`config.mk`:
```
export PLATFORM = sky130hd
export DESIGN_NAME = perf_event_counters
export DESIGN_NICKNAME = d
export VERILOG_FILES = /design/src/rtl/perf_counter_pkg.sv /design/src/rtl/event_delay_line.sv /design/src/rtl/retire_credit.sv /design/src/rtl/perf_event_counters.sv
export SDC_FILE = /design/constraint.sdc
export NUM_CORES = 1
export LEC_CHECK = 0
export ABC_AREA = 1
export BUFFER_PORTS_ARGS = -buffer_cell sky130_fd_sc_hd__buf_2
export CAP_MARGIN = 20
export CORE_ASPECT_RATIO = 1.25
export CORE_MARGIN = 1.5
export CORE_UTILIZATION = 30
export CTS_CLUSTER_SIZE = 40
export DETAILED_ROUTE_END_ITERATION = 7
export GPL_TIMING_DRIVEN = 1
export PLACE_DENSITY = 0.45
export SLEW_MARGIN = 10
export SYNTH_ARGS = -nofsm -noshare
export SYNTH_HDL_FRONTEND = slang
export SYNTH_SLANG_ARGS = --single-unit
export TNS_END_PERCENT = 20
```
`constraint.sdc`:
```
create_clock -name clk_sys -period 3.6 [get_ports clk_sys]
set_input_delay 0.54 -clock clk_sys [delete_from_list [all_inputs] [get_ports clk_sys]]
set_output_delay 0.54 -clock clk_sys [all_outputs]
set_load 0.05 [all_outputs]
```
`src/rtl/perf_counter_pkg.sv`:
```
package perf_counter_pkg;
    localparam int CNT_W = 20;
    // register byte offsets
    localparam logic [7:0] ADDR_CTRL_WORD = 8'h00;
    localparam logic [7:0] ADDR_ENABLES = 8'h04;
    localparam logic [7:0] ADDR_IRQ_ENABLE = 8'h08;
    localparam logic [7:0] ADDR_IRQ_SUMMARY = 8'h0c;
    localparam logic [7:0] ADDR_IRQ_CLEAR = 8'h10;
    localparam logic [7:0] ADDR_FETCH_STATUS = 8'h14;
    // control word layout
    localparam int CTL_CNT1_LSB = 0;
    localparam int CTL_CNT0_LSB = 20;
    localparam int CTL_PAIR_LSB = 40;
    localparam int CTL_SAMPLE_BIT = 42;
    // control word split: low word holds counter one and counter zero bits 11:0
    localparam int CTL_LO_CNT0_BITS = 12;
    // enables register bits
    localparam int EN_SYS_BIT = 0;
    localparam int EN_PROC_BIT = 1;
    localparam int EN_CNT0_BIT = 2;
    localparam int EN_CNT1_BIT = 3;
    localparam int EN_PRIV_BIT = 4;
    // control high word bit positions (offset 0x00 holds low half, 0x18 high half)
    localparam logic [7:0] ADDR_CTRL_HIGH = 8'h18;
    localparam int RETIRE_CAP = 8;
    localparam int FETCH_CAP = 4;
    localparam int MISS_LEAD = 3;
    localparam int WIN_OPEN_DELAY = 5;
    localparam int WIN_CLOSE_DELAY = 2;
    localparam logic [1:0] PAIR_RET_CYC = 2'h0;
    localparam logic [1:0] PAIR_CYC_ALT = 2'h1;
    localparam logic [1:0] PAIR_RET_MISS = 2'h2;
    localparam logic [1:0] PAIR_CYC_REPLAY = 2'h3;
    typedef enum logic [3:0] {
        WIN_IDLE = 4'h1,
        WIN_WAIT = 4'h2,
        WIN_OPEN = 4'h4,
        WIN_DONE = 4'h8
    } win_state_type;
endpackage : perf_counter_pkg

```
`src/rtl/event_delay_line.sv`:
```
`timescale 1ns/1ps
// fixed-length shift line for a single event bit
module event_delay_line #(
    parameter int DEPTH = 3
) (
    input wire logic clk_sys,
    input wire logic rst,
    input wire logic din,
    output logic dout
);
    logic [DEPTH-1:0] stage;
    always_ff @(posedge clk_sys or posedge rst) begin
        if (rst) begin
            stage <= '0;
        end else begin
            stage <= {stage[DEPTH-2:0], din};
        end
    end
    assign dout = stage[DEPTH-1];
endmodule : event_delay_line

```
`src/rtl/retire_credit.sv`:
```
`timescale 1ns/1ps
// caps per-cycle retire increment at CAP and carries the excess forward while take is high, clearing it otherwise
module retire_credit #(
    parameter int CAP = 8
) (
    input wire logic clk_sys,
    input wire logic rst,
    input wire logic [3:0] retireCount,
    input wire logic take,
    output logic [3:0] increment
);
    logic [5:0] backlog;
    logic [5:0] total;
    logic [5:0] capW;
    assign capW = 6'(CAP);
    assign total = backlog + {2'h0, retireCount};
    assign increment = (total > capW) ? 4'(CAP) : total[3:0];
    always_ff @(posedge clk_sys or posedge rst) begin
        if (rst) begin
            backlog <= 6'h00;
        end else if (take) begin
            backlog <= total - {2'h0, increment};
        end else begin
            backlog <= 6'h00;
        end
    end
endmodule : retire_credit

```
`src/rtl/perf_event_counters.sv`:
```
`timescale 1ns/1ps
module perf_event_counters (
    input wire logic clk_sys,
    input wire logic rst,
    input wire logic psel,
    input wire logic penable,
    input wire logic pwrite,
    input wire logic [7:0] paddr,
    input wire logic [31:0] pwdata,
    output logic [31:0] prdata,
    output logic pready,
    output logic pslverr,
    input wire logic [3:0] retireCount,
    input wire logic [2:0] fetchCount,
    input wire logic cacheMiss,
    input wire logic replayTrap,
    input wire logic retireDelay,
    input wire logic sampleEnd,
    output logic [1:0] counterIrq
);
    localparam int W = perf_counter_pkg::CNT_W;

    logic [W-1:0] counterZero;
    logic [W-1:0] counterOne;
    logic [1:0] eventPairSelect;
    logic samplingSelect;
    logic systemCountEnable;
    logic processCountEnable;
    logic counterZeroEnable;
    logic counterOneEnable;
    logic privilegedMode;
    logic [1:0] counterIrqEnable;
    logic [1:0] counterIrqPending;
    logic [1:0] thresholdLatch;
    logic [2:0] overcountField;
    logic zeroStopped;
    logic [2:0] winTimer;
    perf_counter_pkg::win_state_type winState;
    perf_counter_pkg::win_state_type next_winState;

    // apb decode
    wire access = psel && penable;
    wire wrStrobe = access && pwrite;
    wire hitLow = paddr == perf_counter_pkg::ADDR_CTRL_WORD;
    wire hitHigh = paddr == perf_counter_pkg::ADDR_CTRL_HIGH;
    wire hitEn = paddr == perf_counter_pkg::ADDR_ENABLES;
    wire hitIrqEn = paddr == perf_counter_pkg::ADDR_IRQ_ENABLE;
    wire hitSum = paddr == perf_counter_pkg::ADDR_IRQ_SUMMARY;
    wire hitClr = paddr == perf_counter_pkg::ADDR_IRQ_CLEAR;
    wire hitFetch = paddr == perf_counter_pkg::ADDR_FETCH_STATUS;
    wire mapped = hitLow | hitHigh | hitEn | hitIrqEn | hitSum | hitClr | hitFetch;
    wire wrLow = wrStrobe && hitLow;
    wire wrHigh = wrStrobe && hitHigh;
    wire wrCtrl = wrLow || wrHigh;
    wire wrClr = wrStrobe && hitClr;

    // low word: counter one [19:0], counter zero [11:0]
    // high word: counter zero [19:12] in 7:0, pair select 9:8, sampling bit 10
    wire [W-1:0] wrZero = wrLow ? {counterZero[19:12], pwdata[31:20]}
                                : {pwdata[7:0], counterZero[11:0]};
    wire [W-1:0] wrOne = wrLow ? pwdata[19:0] : counterOne;

    // counting gate
    wire globalEnable = systemCountEnable || processCountEnable;
    wire zeroActive = counterZeroEnable && globalEnable && !zeroStopped;
    wire oneActive = counterOneEnable && globalEnable;

    // retire credit keeps excess retires while counter zero counts; squashed ones never reach retireCount
    logic [3:0] retireInc;
    retire_credit #(
        .CAP(perf_counter_pkg::RETIRE_CAP)
    ) u_credit (
        .clk_sys(clk_sys),
        .rst(rst),
        .retireCount(retireCount),
        .take(zeroActive),
        .increment(retireInc)
    );

    // cache-miss event aligned three cycles ahead of the nominal window
    logic missLead;
    event_delay_line #(
        .DEPTH(perf_counter_pkg::MISS_LEAD)
    ) u_miss (
        .clk_sys(clk_sys),
        .rst(rst),
        .din(cacheMiss),
        .dout(missLead)
    );

    // the window gate lags, so sampling mode counts the raw miss input in the same cycle as winOpen
    wire winOpen = winState == perf_counter_pkg::WIN_OPEN;
    wire preWindow = winState == perf_counter_pkg::WIN_IDLE;
    wire inWait = winState == perf_counter_pkg::WIN_WAIT;
    wire sampleGate = !samplingSelect || winOpen;
    wire missGate = !samplingSelect || winOpen;
    wire missEvent = samplingSelect ? cacheMiss : missLead;

    // fetch count capped at four per cycle; conditional_move halves and no-ops arrive as fetches
    wire [2:0] fetchCap = (fetchCount > 3'(perf_counter_pkg::FETCH_CAP))
                          ? 3'(perf_counter_pkg::FETCH_CAP) : fetchCount;

    // counter zero increment
    wire isRetPair = eventPairSelect == perf_counter_pkg::PAIR_RET_CYC
                     || eventPairSelect == perf_counter_pkg::PAIR_RET_MISS;
    logic [3:0] incZero;
    assign incZero = !samplingSelect ? (isRetPair ? retireInc : 4'h1)
                   : preWindow ? {1'b0, fetchCap}
                   : winOpen ? (isRetPair ? retireInc : 4'h1)
                   : 4'h0;

    // counter one increment
    logic incOne;
    always_comb begin
        case (eventPairSelect)
            perf_counter_pkg::PAIR_RET_CYC: incOne = sampleGate;
            perf_counter_pkg::PAIR_CYC_ALT: incOne = samplingSelect && winOpen && retireDelay;
            perf_counter_pkg::PAIR_RET_MISS: incOne = missGate && missEvent;
            perf_counter_pkg::PAIR_CYC_REPLAY: incOne = sampleGate && replayTrap;
            default: incOne = 1'b0;
        endcase
    end

    wire [W:0] sumZero = {1'b0, counterZero} + {{(W-3){1'b0}}, incZero};
    wire [W:0] sumOne = {1'b0, counterOne} + {{W{1'b0}}, incOne};
    wire zeroCarry = zeroActive && sumZero[W];
    wire oneCarry = oneActive && incOne && sumOne[W];

    // a write landing on a counter at its threshold arms a latched overflow
    wire zeroAtEdge = &counterZero[W-1:4];
    wire oneAtEdge = &counterOne[W-1:2];
    wire [1:0] armLatch = {wrLow && oneAtEdge, wrCtrl && zeroAtEdge};

    // sampling window sequencing
    always_comb begin
        next_winState = winState;
        case (winState)
            perf_counter_pkg::WIN_IDLE:
                if (samplingSelect && zeroCarry) next_winState = perf_counter_pkg::WIN_WAIT;
            perf_counter_pkg::WIN_WAIT:
                if (winTimer == 3'h0) next_winState = perf_counter_pkg::WIN_OPEN;
            perf_counter_pkg::WIN_OPEN:
                if (sampleEnd) next_winState = perf_counter_pkg::WIN_DONE;
            perf_counter_pkg::WIN_DONE:
                if (winTimer == 3'h0) next_winState = perf_counter_pkg::WIN_IDLE;
            default: next_winState = perf_counter_pkg::WIN_IDLE;
        endcase
    end

    always_ff @(posedge clk_sys or posedge rst) begin
        if (rst) begin
            winState <= perf_counter_pkg::WIN_IDLE;
            winTimer <= 3'h0;
        end else if (wrCtrl) begin
            winState <= perf_counter_pkg::WIN_IDLE;
            winTimer <= 3'h0;
        end else begin
            winState <= next_winState;
            if (next_winState != winState) begin
                winTimer <= (next_winState == perf_counter_pkg::WIN_WAIT)
                    ? 3'(perf_counter_pkg::WIN_OPEN_DELAY - 2)
                    : 3'(perf_counter_pkg::WIN_CLOSE_DELAY - 1);
            end else if (winTimer != 3'h0) begin
                winTimer <= winTimer - 3'h1;
            end
        end
    end

    // counters, stop flag and overcount
    always_ff @(posedge clk_sys or posedge rst) begin
        if (rst) begin
            counterZero <= '0;
            counterOne <= '0;
            zeroStopped <= 1'b0;
            overcountField <= 3'h0;
        end else begin
            if (wrCtrl) begin
                counterZero <= wrZero;
                zeroStopped <= 1'b0;
                overcountField <= 3'h0;
            end else if (zeroActive) begin
                counterZero <= sumZero[W-1:0];
                if (samplingSelect && inWait) begin
                    overcountField <= ({1'b0, overcountField} + {1'b0, fetchCap} > 4'h7) ? 3'h7
                                      : 3'(overcountField + fetchCap);
                    counterZero <= counterZero + {{(W-3){1'b0}}, fetchCap};
                end
            end
            if (samplingSelect && winState == perf_counter_pkg::WIN_DONE
                && next_winState == perf_counter_pkg::WIN_IDLE && !wrCtrl) begin
                zeroStopped <= 1'b1;
            end
            if (wrLow) begin
                counterOne <= wrOne;
            end else if (oneActive) begin
                counterOne <= sumOne[W-1:0];
            end
        end
    end

    // pending bits: hardware set wins over clear
    wire [1:0] carries = {oneCarry, zeroCarry};
    wire [1:0] setPend = carries & counterIrqEnable;
    wire [1:0] fireLatch = thresholdLatch & {2{!privilegedMode}};
    always_ff @(posedge clk_sys or posedge rst) begin
        if (rst) begin
            counterIrqPending <= 2'h0;
            thresholdLatch <= 2'h0;
            counterIrq <= 2'h0;
        end else begin
            counterIrqPending <= setPend | fireLatch
                | (counterIrqPending & ~({2{wrClr}} & pwdata[1:0]));
            thresholdLatch <= armLatch
                | (thresholdLatch & ~fireLatch & ~({2{wrClr}} & pwdata[1:0]));
            counterIrq <= counterIrqPending & {2{!privilegedMode}};
        end
    end

    // control registers
    always_ff @(posedge clk_sys or posedge rst) begin
        if (rst) begin
            eventPairSelect <= 2'h0;
            samplingSelect <= 1'b0;
            systemCountEnable <= 1'b0;
            processCountEnable <= 1'b0;
            counterZeroEnable <= 1'b0;
            counterOneEnable <= 1'b0;
            privilegedMode <= 1'b1;
            counterIrqEnable <= 2'h0;
        end else begin
            if (wrHigh) begin
                eventPairSelect <= pwdata[9:8];
                samplingSelect <= pwdata[10];
            end
            if (wrStrobe && hitEn) begin
                systemCountEnable <= pwdata[perf_counter_pkg::EN_SYS_BIT];
                processCountEnable <= pwdata[perf_counter_pkg::EN_PROC_BIT];
                counterZeroEnable <= pwdata[perf_counter_pkg::EN_CNT0_BIT];
                counterOneEnable <= pwdata[perf_counter_pkg::EN_CNT1_BIT];
                privilegedMode <= pwdata[perf_counter_pkg::EN_PRIV_BIT];
            end
            if (wrStrobe && hitIrqEn) begin
                counterIrqEnable <= pwdata[1:0];
            end
        end
    end

    // read mux: reads show stored values (zero added increment)
    logic [31:0] readWord;
    always_comb begin
        readWord = 32'h0;
        if (hitLow) readWord = {counterZero[11:0], counterOne};
        if (hitHigh) readWord = {21'h0, samplingSelect, eventPairSelect, counterZero[19:12]};
        if (hitEn) readWord = {27'h0, privilegedMode, counterOneEnable, counterZeroEnable,
                               processCountEnable, systemCountEnable};
        if (hitIrqEn) readWord = {30'h0, counterIrqEnable};
        if (hitSum) readWord = {30'h0, counterIrqPending};
        if (hitFetch) readWord = {25'h0, winState, overcountField[2:0]};
    end

    always_ff @(posedge clk_sys or posedge rst) begin
        if (rst) begin
            prdata <= 32'h0;
            pready <= 1'b0;
            pslverr <= 1'b0;
        end else begin
            pready <= psel && !penable;
            pslverr <= psel && !penable && !mapped;
            if (psel && !penable && !pwrite) prdata <= readWord;
        end
    end
endmodule : perf_event_counters

```
### Word-level counts from Yosys, hierarchy flattened

Index checks and enable logic that the tools add are counted.
Widths: inputs -> output; s select.

* register bits: 110

* add/subtract/negate cells: 8
* order comparisons: 3
* eq/ne operators: 18
* mux-type cells: 37
* bitwise operators: 18
* reductions and logical operators: 52

Operator list (count)
* $mux 32: 6
* $mux 20: 6
* $mux 4: 10
* $logic_and 1x1->1: 27
* $eq 8x5->1 const B: 3
* $mux 3: 8
* $add 20x1->21: 1
* $add 20x4->21: 1
* $add 20x3->20: 1
* $reduce_and 18->1: 1
* $eq 8x4->1 const B: 2
* $pmux 4 s4: 1
* $reduce_and 16->1: 1
* $and 2x2->2: 7
* $eq 4x1->1 const B: 2
* $eq 4x2->1 const B: 2
* $eq 8x3->1 const B: 1
* $logic_not 8->1: 1
* $reduce_bool 2->1: 4
* $logic_not 1->1: 7
* $add 6x4->6: 1
* $gt 6x4->1 const B: 1
* $mux 6: 1
* $or 1x1->1: 6
* 22 further kinds: 35

### Longest topological paths before layout

Gate-level depths: netlist of the first run.

* depth in word-level cells: 16
* mapped depth: 28
* depth with buffers taken out: 28

### By module

A second synthesis of the first run with hierarchy kept.

* cell total of the unflattened synthesis: 905
* area, all modules: 6914.1 um2

By module, submodules not included
* perf_event_counters: instances 1, cells each 825, area an instance 6268.5 um2, seq. area each 2529.9 um2
* retire_credit: instances 1, cells each 76, area an instance 566.8 um2, seq. area each 150.1 um2
* event_delay_line: instances 1, cells each 4, area an instance 78.8 um2, seq. area each 75.1 um2

### Least setup slack after synthesis of the first run

OpenSTA, ideal clock, no wires.

* path kind: input port to flip-flop
* from: input port retireCount[0]
* to: register winTimer[0]
* arrival: 3.615 ns
* required time: 3.484 ns
* setup slack: -0.132 ns
* stages: 26
* cells stage by stage: ha_1 inv_1 fa_1 o21ai_1 xnor2_1 nand2_1 o21ai_1 nand2_1 nand2_1 o21ai_0 nand2_1 ha_1 inv_1 fa_1 nor2_1 nor2_1 nor2_1 nand3_2 nor2_1 inv_1 nand3_1 nor2_2 nand3_1 clkinv_1 nand2_1 nand2_1

* cells in the longest elaborated chain, start to end: 15

Ends and longest elaborated chain
* from (decl): line perf_event_counters.sv:13 `input wire logic [3:0] retireCount,`
* $add 6x4->6 (*): line retire_credit.sv:16 `assign total = backlog + {2'h0, retireCount};`
* $gt 6x4->1: line retire_credit.sv:17 `assign increment = (total > capW) ? 4'(CAP) : total[3:0];`
* $mux 4 (*): line retire_credit.sv:17
* $mux 4 (*): line perf_event_counters.sv:107, perf_event_counters.sv:109
* $mux 4: line perf_event_counters.sv:109 `: winOpen ? (isRetPair ? retireInc : 4'h1)`
* $mux 4: line perf_event_counters.sv:108 `: preWindow ? {1'b0, fetchCap}`
* $mux 4 (*): line perf_event_counters.sv:107 `assign incZero = !samplingSelect ? (isRetPair ? retireInc : 4'h1)`
* $add 20x4->21 (*): line perf_event_counters.sv:124 `wire [W:0] sumZero = {1'b0, counterZero} + {{(W-3){1'b0}}, incZero};`
* $logic_and 1x1->1 (*): line perf_event_counters.sv:126 `wire zeroCarry = zeroActive && sumZero[W];`
* $logic_and 1x1->1 (*): line perf_event_counters.sv:139 `if (samplingSelect && zeroCarry) next_winState = perf_counter_pkg::WIN_WAIT;`
* $mux 4 (*): line perf_event_counters.sv:139
* $pmux 4 s4 (*): line perf_event_counters.sv:137 `case (winState)`
* $ne 4x4->1 (*): line perf_event_counters.sv:159 `if (next_winState != winState) begin`
* $mux 3: line perf_event_counters.sv:159
* $mux 3: line perf_event_counters.sv:154 `end else if (wrCtrl) begin`
* to (signal assigned): line perf_event_counters.sv:160 `winTimer <= (next_winState == perf_counter_pkg::WIN_WAIT)`
* to (signal assigned): line perf_event_counters.sv:164 `winTimer <= winTimer - 3'h1;`
* to (decl): line perf_event_counters.sv:37 `logic [2:0] winTimer;`

Mark *: on every way between the ends. The rest lies on a longest branch, timed or not.
A chain may end at the register's enable or synchronous reset.

### Worst setup path in the final report of the first run

* from: register u_credit.backlog[0]
* to: register winTimer[0]

* cells in the longest elaborated chain, start to end: 15

Ends and longest elaborated chain
* from (decl): line retire_credit.sv:12 `logic [5:0] backlog;`
* from (signal assigned): line retire_credit.sv:22 `backlog <= total - {2'h0, increment};`
* $add 6x4->6 (*): line retire_credit.sv:16
* $gt 6x4->1: line retire_credit.sv:17
* $mux 4 (*): line retire_credit.sv:17
* $mux 4 (*): line perf_event_counters.sv:107, perf_event_counters.sv:109
* $mux 4: line perf_event_counters.sv:109
* $mux 4: line perf_event_counters.sv:108
* $mux 4 (*): line perf_event_counters.sv:107
* $add 20x4->21 (*): line perf_event_counters.sv:124
* $logic_and 1x1->1 (*): line perf_event_counters.sv:126
* $logic_and 1x1->1 (*): line perf_event_counters.sv:139
* $mux 4 (*): line perf_event_counters.sv:139
* $pmux 4 s4 (*): line perf_event_counters.sv:137
* $ne 4x4->1 (*): line perf_event_counters.sv:159
* $mux 3: line perf_event_counters.sv:159
* $mux 3: line perf_event_counters.sv:154

Marks and branches as above.

==> impl_metrics.yaml, run 1 <==
die:
  die_h_um: 172
  fp.dieW_um: 139
  boundaryPins: 92
  start_util_pct: 30.8
  floorplan.die_area_um2: 23900
  core_um2: 22400
  row_count: 61
synthesis:
  synthFlopType: "dfrtp_1"
  async_flop_share_pct: 100
  synth-edff-count: 0
  netlist_area_um2: 6890
  synthCells: 915
  synthesis.nets: 995
  avgSynthCellArea_um2: 7.53
  synth_top_area_cell: "dfrtp_1"
  ys_types: 55
  synthTopCellsByArea: "dfrtp_1 (39%), nand2_1 (13%), inv_1 (6.5%), o21ai_0 (4.7%), nor2_1 (3.7%)"
  ys_ff_latch: 110
  synth.yosys.warnings: 0
  synth_top_area_share_pct: 39.2
  ys_seq_area_share_pct: 40.0
worst_setup_path:
  required_ns: 3.90
  worstPathArrival_ns: 3.80
  cp-start-kind: "register"
  r2r_slack_ns: 0.1
  cp-end-kind: "register"
  crit_type: "register to register"
  crit_fanout: 4
clocking:
  cts-buffers-inserted: 9
  htree_levels: 3
  cts_buffer_depth: 2
  clkTransAtPathRegs_ns: 0.08
  clock_latency_ns: 0.37
  tritoncts: "built"
  root_buffer: "clkbuf_16"
  cts_sinks: 110
  cts_hold_buf: 0
outcome:
  status: "finished clean"
placement:
  gp_congestion: 0.810
  port_buffers: 91
  place_area_um2: 7840
  place_hpwl_mm: 17.1
timing:
  rsz0062_at_grt: "yes"
  tightest_slew_ns: 0.753
  min_period_ns: 3.50
  finalCritPeriodShare_pct: 97.3
  finalClockSkew_ns: 0.0120
  relSlewSlack_pct: 49.7
  maxSlewViolCount: 0
  setup_viol: 0
  hold_violations: 0
  fmax_mhz: 286
global_route:
  globalRoute.totalOverflow: 0
  grt_pass1_vias: 6476
  grt_max_degree: 63
  grtUsageTotal_pct: 19.4
  grt_pass1_wl_mm: 35.7
  antenna_found_initial: 0
finish:
  fin_util_pct: 37.2
  final_common_cell: "nand2_1"
  drive_gt1_share_pct: 21.6
  num-nets-final: 1110
  fill_cells: 2432
  layout_common_cells: "nand2_1 (241), inv_1 (116), dfrtp_1 (108)"
  antennaDiodeCount: 0
  syn_to_final_growth_pct: 20.9
  final_area_um2: 8330
route:
  firstDrtPassIters: 5
  routed_via_density: 4.86
  drc: 0
  wl_per_cell_um: 17.1
  drtIter0Drc: 348
  via_count: 6407
  routed_wl_mm: 22.5
  ant_nets: 0
power:
  leakagePower_nw: 4.29
  irDropWorstVdd_mv: 0.227
  p_per_area_nw_per_um2: 351
run:
  drv_cap: 0
worst_hold_path:
  min_path_type: "input pin to asynchronous set/reset pin"
## report_power, final
| part | internal (W) | switching, W |
|---|---|---|
| sequential | 0.00128 | 0.0000410 |
| clock | 0.000636 | 0.000519 |
| combinational | 0.000173 | 0.000276 |
## synth_stat cells (3+ instances only)
cell type,n
nand3_1,48
fa_1,4
clkbuf_1,9
a31oi_1,7
xor2_1,24
o21ai_2,3
xnor2_1,6
a221oi_1,4
o21ai_0,64
nor3_2,3
inv_2,8
nand2_1,246
clkinv_1,3
buf_2,3
buf_4,3
a21oi_1,38
o221ai_1,12
o22ai_1,5
inv_1,119
nor2_1,67
nand2_2,8
nand4_1,16
nand3_2,3
o21ai_1,8
nor3_1,14
ha_1,20
dfrtp_1,108
o211ai_1,11
nor2_4,6
nor2_2,10
## repair_timing
action	4_1_cts	5_1_grt
buffers inserted	0	2
pin swaps	0	27
resized for setup	2	33
endpoints found under the setup margin	4	21
## through the flow
stage	setup slack, ns	setup TNS (ns)	power, W	std cells	hold slack (ns)
2_1_floorplan	0.00804	0	0.00161	915	0.331
6_report	0.0984	0	0.00293	1318	0.269
3_3_place_gp	-0.205	-1.83	0.00177	1300	0.335
3_5_place_dp	-0.308	-3.24	0.00177	1300	0.335
4_1_cts	0.000923	0	0.00294	1316	0.292
5_1_grt	-0.197	-1.09	0.00308	1318	0.301
## sequential cells by signal, indices dropped and copies added, names as in the netlist, 2 cells and up
register	count
prdata	32
counterOne	20
counterZero	20
u_credit.backlog	6
winState	4
overcountField	3
u_miss.stage	3
winTimer	3
counterIrqEnable	2
counterIrqPending	2
counterIrq	2
eventPairSelect	2
thresholdLatch	2
## layout make-up
cell class              count  area (µm²)  share of cell area, %
multi-input cells         657        3700                   44.4
flip-flops and latches    110        2760                   33.1
repair buffers            121         693                   8.32
inverters                 131         497                   5.97
well taps                 283         354                   4.25
clock buffers              10         239                   2.87
clock inverters             6        91.3                   1.10
## path summary, 6_finish.rpt
path / start / to / depth (start not counted)
hold / removal: rst / u_miss.stage[2] / 2
max in group asynchronous: rst / privilegedMode / 3
hold reg to reg: u_miss.stage[1] / u_miss.stage[2] / 0
min in group clk_sys: cacheMiss / u_miss.stage[0] / 1
setup / recovery: u_credit.backlog[0] / winTimer[0] / 27
setup reg to reg: u_credit.backlog[0] / winTimer[0] / 27
## critical path: stages (launching register included)
cell     delay (ns)
dfrtp_1        0.33
ha_2           0.18
inv_2          0.04
fa_2           0.37
o21ai_2        0.19
xnor2_2        0.15
nand2_1        0.11
o21ai_2        0.14
nand2_1        0.07
nand2_1        0.05
o21ai_1        0.06
nand2_1        0.07
ha_2           0.18
inv_2          0.04
fa_2           0.38
nor2_4         0.11
nor2_4         0.06
nor2_2         0.11
nand3_2        0.09
nand2_2        0.10
nand2_2        0.05
nand2_2        0.07
nand3_2        0.08
nor2_4         0.15
nand3_2        0.08
inv_2          0.08
nand2_1        0.04
nand2_1        0.05
## per-layer routing
metal / part of all wire, % / up-vias / GRT usage [%]
met4: 1.7 / 0 / 5.31
met2: 52 / 101 / 35.7
li1: - / 3223 / -
met5: 0 / - / 0
met1: 44 / 3066 / 23.8
met3: 2.3 / 17 / 2.46
## cell families after synthesis
| group | synth area share, % |
|---|---|
| AO/OA/AOI/OAI | 14.9 |
| XOR/XNOR | 3.81 |
| adder cells (fa/ha/maj) | 4.80 |
| buffers and inverters | 8.59 |
| flip-flops | 40.0 |
| other | 0.109 |
| AND/OR/NAND/NOR | 27.8 |
Power figures use the tool's default switching activity.
==> inputs of run 2 (changes only) <==
ABC_AREA = default   (was 1)
PLACE_DENSITY = 0.43   (was 0.45)
clock period = 4.12 ns   (was 3.6 ns; I/O delays follow)
==> impl_metrics.yaml, run 2 <==
synthesis:
  synthCells: 692
  ys_types: 72
  synth-compound-area-share_pct: 15.2
  synth_top_family_by_area: "simple AND/OR/NAND/NOR gates"
  synth_simple_gate_area_share_pct: 24.5
  synthFlopType: "dfrtp_1"
  synthesis.nets: 772
  synth_top_area_cell: "dfrtp_1"
  synth_xor_area_share_pct: 4.30
  synthTopCellsByArea: "dfrtp_1 (43%), nand2_1 (7.4%), ha_1 (4.0%), o21ai_0 (3.9%), nand3_1 (3.5%)"
  yosysMostFrequentCell: "nand2_1"
  ys_ff_latch: 110
  avgSynthCellArea_um2: 9.12
  synth-edff-count: 0
  synth_fa_ha_area_share_pct: 5.24
  ys_seq_area_share_pct: 43.7
  synth_common_cells: "nand2_1 (124), dfrtp_1 (108), o21ai_0 (49), nand3_1 (44), nor2_1 (39)"
  muxShareOfSynthArea_pct: 3.73
  netlist_area_um2: 6310
  synth.yosys.warnings: 0
  synth_top_area_share_pct: 42.8
  async_flop_share_pct: 100
route:
  wl_per_cell_um: 18.6
  ant_nets: 0
  firstDrtPassIters: 5
  drtIter0Drc: 280
  routed_wl_mm: 19.7
  routed_via_density: 5.26
  via_count: 5564
  drc: 0
die:
  core_um2: 20700
  die_h_um: 165
  start_util_pct: 30.4
  fp.dieW_um: 133
  boundaryPins: 92
  floorplan.die_area_um2: 21900
  row_count: 59
timing:
  finalCritPeriodShare_pct: 93.1
  setup_viol: 0
  maxSlewViolCount: 0
  relSlewSlack_pct: 44.2
  hold_ws_ns: 0.250
  fmax_mhz: 261
  fin_tns_setup_ns: 0
  hold_violations: 0
  tightest_slew_ns: 0.833
  fin_ws_ns: 0.286
  finalClockSkew_ns: 0.0114
  rsz0062_at_grt: "no"
  min_period_ns: 3.83
finish:
  final_cells: 1058
  final_area_um2: 7430
  largest_register_ffs: 32
  num-nets-final: 859
  regMostFlops: "prdata"
  layout_common_cells: "nand2_1 (124), dfrtp_1 (108), buf_2 (91)"
  final_common_cell: "nand2_1"
  reg_top3: "prdata: 32 flops, counterOne: 20 flops, counterZero: 20 flops"
  syn_to_final_growth_pct: 17.9
  drive_gt1_share_pct: 19.8
  antennaDiodeCount: 0
worst_setup_path:
  worstPathArrival_ns: 4.14
  crit_type: "input pin to register"
  worstReg2RegEnd: "counterZero[17]"
  r2r_cells: 17
  r2r_slack_ns: 0.30
  r2r-start: "u_credit.backlog[0]"
  cp_common_cell: "ha_1"
  worst_path_largest_cell_delay_ns: 0.44
  path_cells: "buf_2 > ha_1 > inv_1 > fa_1 > nand2b_1 > a21oi_1 > xnor2_1 > o21a_1 > nand2_1 > o31ai_1 > ha_1 > buf_4 > o21ai_0 > o21bai_1 > a22o_1 > nand4_1 > or4_1 > nand3_1"
  required_ns: 4.42
  crit_slowest_cell: "a22o_1"
  crit_fanout: 9
  cp-start-kind: "input pin"
  cp-end-kind: "register"
clocking:
  cts_buffer_depth: 2
  cts-buffers-inserted: 9
  clock_latency_ns: 0.36
  cts_sinks: 110
  root_buffer: "clkbuf_16"
  tritoncts: "built"
  postCtsSetupRepairBufs: 0
  clkTransAtPathRegs_ns: 0.08
  htree_levels: 3
outcome:
  status: "finished clean"
global_route:
  grt_pass1_vias: 5609
  grt_max_degree: 76
  antenna_found_initial: 0
  globalRoute.totalOverflow: 0
  grtUsageTotal_pct: 18.6
  grt_pass1_wl_mm: 31.4
power:
  comb_power_share_pct: 12.1
  irDropWorstVdd_mv: 0.194
  p_int_w: 0.00163
  p_per_area_nw_per_um2: 302
  seq_power_share_pct: 50.6
  swShare_pct: 27.3
  p_switching_w: 0.000614
  leakagePower_nw: 3.44
  pwr-share-clk_pct: 37.2
placement:
  dpl.cell_count: 1041
  place_hpwl_mm: 14.6
  gp_congestion: 0.927
  port_buffers: 91
  place_area_um2: 7130
  pre_cts_ws_ns: -0.0897
run:
  drv_cap: 0
worst_hold_path:
  min_path_type: "input pin to asynchronous set/reset pin"
## run 2: cell types whose count changed after synthesis, sizes merged, moves of 15 or more
| cell | delta |
|---|---|
| nand2 | -132 |
| nor2 | -43 |
| inv | -109 |
| and3 | +15 |
| a21oi | -15 |
| o21ai | -25 |
## run 2: cells by family after synthesis
group	after synthesis
AOI/OAI and AO/OA	145
xor gates and xnor gates	31
adders and majority gates	24
buffers and inverters	51
DFF	110
muxes	22
other	2
and+or+nand+nor	307
## run 2: power by group through the flow
stage / logic, W / clock network (W) / registers [W]
after floorplan: 0.000164 / 0 / 0.00117
after global placement: 0.000264 / 0 / 0.00116
after detailed placement: 0.000271 / 0 / 0.00116
after CTS: 0.000273 / 0.000873 / 0.00114
after global routing: 0.000308 / 0.000913 / 0.00114
final: 0.000272 / 0.000837 / 0.00114
## run 2: metal layers
layer  global-route usage (%)  wire length, µm  vias up  part of all wire [%]
li1                         -                -     2651                     -
met1                     22.9             8510     2769                    43
met2                     32.8            10100      110                    51
met3                     2.17              492       34                   2.5
met4                     8.54              598        0                   3.0
met5                        0                0        -                     0
## run 2: worst max-delay path by stage
stage          slack, ns                 from  cells after the start         endpoint
3_5_place_dp       -0.09       retireCount[0]                     19  counterZero[12]
4_1_cts             0.28  u_credit.backlog[0]                     18  counterZero[18]
2_1_floorplan       0.07       retireCount[0]                     19  counterZero[18]
3_3_place_gp        0.07       retireCount[0]                     19  counterZero[18]
6_report            0.29       retireCount[0]                     18  counterZero[17]
5_1_grt            0.003  u_credit.backlog[0]                     16  counterZero[17]
## run 2: cell type report
| type | count | area, µm² |
|---|---|---|
| Clock buffer | 12 | 236 |
| Clock inverter | 4 | 33.8 |
| Fill cell | 2161 | 13300 |
| Inverter | 19 | 73.8 |
| Multi-Input combinational cell | 531 | 3360 |
| Sequential cell | 110 | 2760 |
| Tap cell | 274 | 343 |
| Timing Repair Buffer | 108 | 628 |
## run 2: stage by stage
stage | utilization, % | total power, W
finish | 35.8 | 0.00225
global route | 35.8 | 0.00236
CTS | 35.7 | 0.00228
detailed placement | 34.4 | 0.00143
global placement | 34.4 | 0.00142
floorplan | - | 0.00133
## run 2: critical path, delay by kind of cell
| family | cells | cell delay (ns) |
|---|---|---|
| AO/OA/AOI/OAI | 6 | 1.32 |
| XOR/XNOR | 1 | 0.18 |
| adder cells (fa/ha/maj) | 3 | 0.72 |
| buffers and inverters | 3 | 0.26 |
| AND/OR/NAND/NOR | 5 | 1.04 |
## run 2: timing repair
item / CTS / global route
setup endpoints to repair: 0 / 7
gates resized for setup: 0 / 2
hold buffers: 0 / 0
==> inputs of run 3 (changes only) <==
clock period = 4.64 ns   (was 4.12 ns; I/O delays follow)
==> impl_metrics.yaml, run 3 (synthesis gave the netlist of run 2 again) <==
outcome:
  status: "finished clean"
route:
  drc: 0
  firstDrtPassIters: 5
  routed_via_density: 5.23
  via_count: 5482
  ant_nets: 0
  drtIter0Drc: 265
  routed_wl_mm: 19.3
  wl_per_cell_um: 18.4
timing:
  fmax_mhz: 241
  finalClockSkew_ns: 0.0105
  min_period_ns: 4.15
  relSlewSlack_pct: 36.5
  fin_ws_ns: 0.486
  setup_viol: 0
  hold_violations: 0
  maxSlewViolCount: 0
  finalCritPeriodShare_pct: 89.5
  fin_tns_setup_ns: 0
  tightest_slew_ns: 0.945
  rsz0062_at_grt: "no"
power:
  p_per_area_nw_per_um2: 281
  leakagePower_nw: 3.41
  irDropWorstVdd_mv: 0.162
clocking:
  cts-buffers-inserted: 9
  cts_sinks: 110
  root_buffer: "clkbuf_16"
  postCtsSetupRepairBufs: 0
  clock_latency_ns: 0.36
  clkTransAtPathRegs_ns: 0.08
  htree_levels: 3
  cts_resized: 0
  tritoncts: "built"
  cts_buffer_depth: 2
  cts_hold_buf: 0
finish:
  fill_cells: 2197
  final_cells: 1049
  largest_register_ffs: 32
  reg_top3: "prdata: 32 flops, counterOne: 20 flops, counterZero: 20 flops"
  num-nets-final: 850
  fin_util_pct: 35.5
  antennaDiodeCount: 0
  syn_to_final_growth_pct: 16.6
  layout_common_cells: "nand2_1 (124), dfrtp_1 (108), buf_2 (91)"
  final_common_cell: "nand2_1"
  regMostFlops: "prdata"
  drive_gt1_share_pct: 19.1
die:
  start_util_pct: 30.4
  row_count: 59
  core_um2: 20700
  fp.dieW_um: 133
  die_h_um: 165
  boundaryPins: 92
  floorplan.die_area_um2: 21900
worst_setup_path:
  worstPathArrival_ns: 4.40
  crit_fanout: 9
  cp-start-kind: "input pin"
  crit_type: "input pin to register"
  cp-end-kind: "register"
  required_ns: 4.89
placement:
  place_hpwl_mm: 14.6
  gp_congestion: 0.875
  pre_cts_ws_ns: 0.110
  port_buffers: 91
  dpl.cell_count: 1033
worst_hold_path:
  min_path_type: "input pin to asynchronous set/reset pin"
global_route:
  grt_max_degree: 67
  grt_pass1_vias: 5578
  grtUsageTotal_pct: 18.2
  antenna_found_initial: 0
  grt_pass1_wl_mm: 30.8
  globalRoute.totalOverflow: 0
run:
  drv_cap: 0
[run 3: changes by cell type in the layout (fill, tap and decap cells not counted), moves of 2 or more]
cell	previous run	this run
buf_4	14	8
buf_12	2	0
clkbuf_1	3	0
inv_8	0	2
clkinv_2	0	2
clkinv_4	3	0
inv_6	0	2
[run 3: final cells by class]
type                       instances  area (µm²)  area share, %
multi-input combinational        531        3360           45.7
sequential                       110        2760           37.5
timing repair buffer              99         515           7.01
tap                              274         343           4.66
clock buffer                       9         225           3.06
clock inverter                     7        80.1           1.09
inverter                          19        73.8           1.00
[run 3: metrics by stage]
step / area (µm²) / total power (W) / hold slack (ns)
floorplan: 6310 / 0.00118 / 0.331
global placement: 7050 / 0.00126 / 0.337
detailed placement: 7050 / 0.00127 / 0.335
CTS: 7350 / 0.00210 / 0.353
global route: 7350 / 0.00216 / 0.365
finish: 7350 / 0.00206 / 0.348
[run 3: worst max-delay path, cell delays in order]
cell and delay, ns:
buf_2 0.08, ha_1 0.15, inv_1 0.05, fa_1 0.38, nand2b_1 0.16, a21oi_1 0.15
xnor2_1 0.21, o21a_1 0.24, nand2_1 0.16, o21ai_0 0.23, ha_1 0.23, inv_1 0.06
fa_1 0.40, nor2b_1 0.13, o21a_1 0.13, a211o_1 0.30, nand4_1 0.17, a22o_1 0.21
a211o_1 0.26
[run 3: power by group]
group / leakage, nW / switching, W / internal (W)
Clock: 0.154 / 0.000391 / 0.000429
Sequential: 1.46 / 0.0000228 / 0.000986
Combinational: 1.79 / 0.000145 / 0.0000888
[run 3: final timing paths]
| kind | slack (ns) | start | end | cells past startpoint |
|---|---|---|---|---|
| hold reg to reg | 0.35 | u_miss.stage[1] | u_miss.stage[2] | 0 |
| max in group asynchronous | 3.36 | rst | counterZero[3] | 3 |
| setup / recovery | 0.49 | retireCount[0] | counterZero[18] | 19 |
| setup reg to reg | 0.57 | u_credit.backlog[0] | counterZero[18] | 18 |
| min in group clk_sys | 0.35 | u_miss.stage[1] | u_miss.stage[2] | 0 |
| hold / removal | 0.35 | rst | counterOne[18] | 2 |
[run 3: layer usage]
| layer | part of all wire, % | track usage (%) | wire length [µm] |
|---|---|---|---|
| met1 | 42 | 22.4 | 8130 |
| met2 | 52 | 32.6 | 10100 |
| met3 | 3.0 | 2.63 | 571 |
| met4 | 2.6 | 6.59 | 507 |
| met5 | 0 | 0 | 0 |
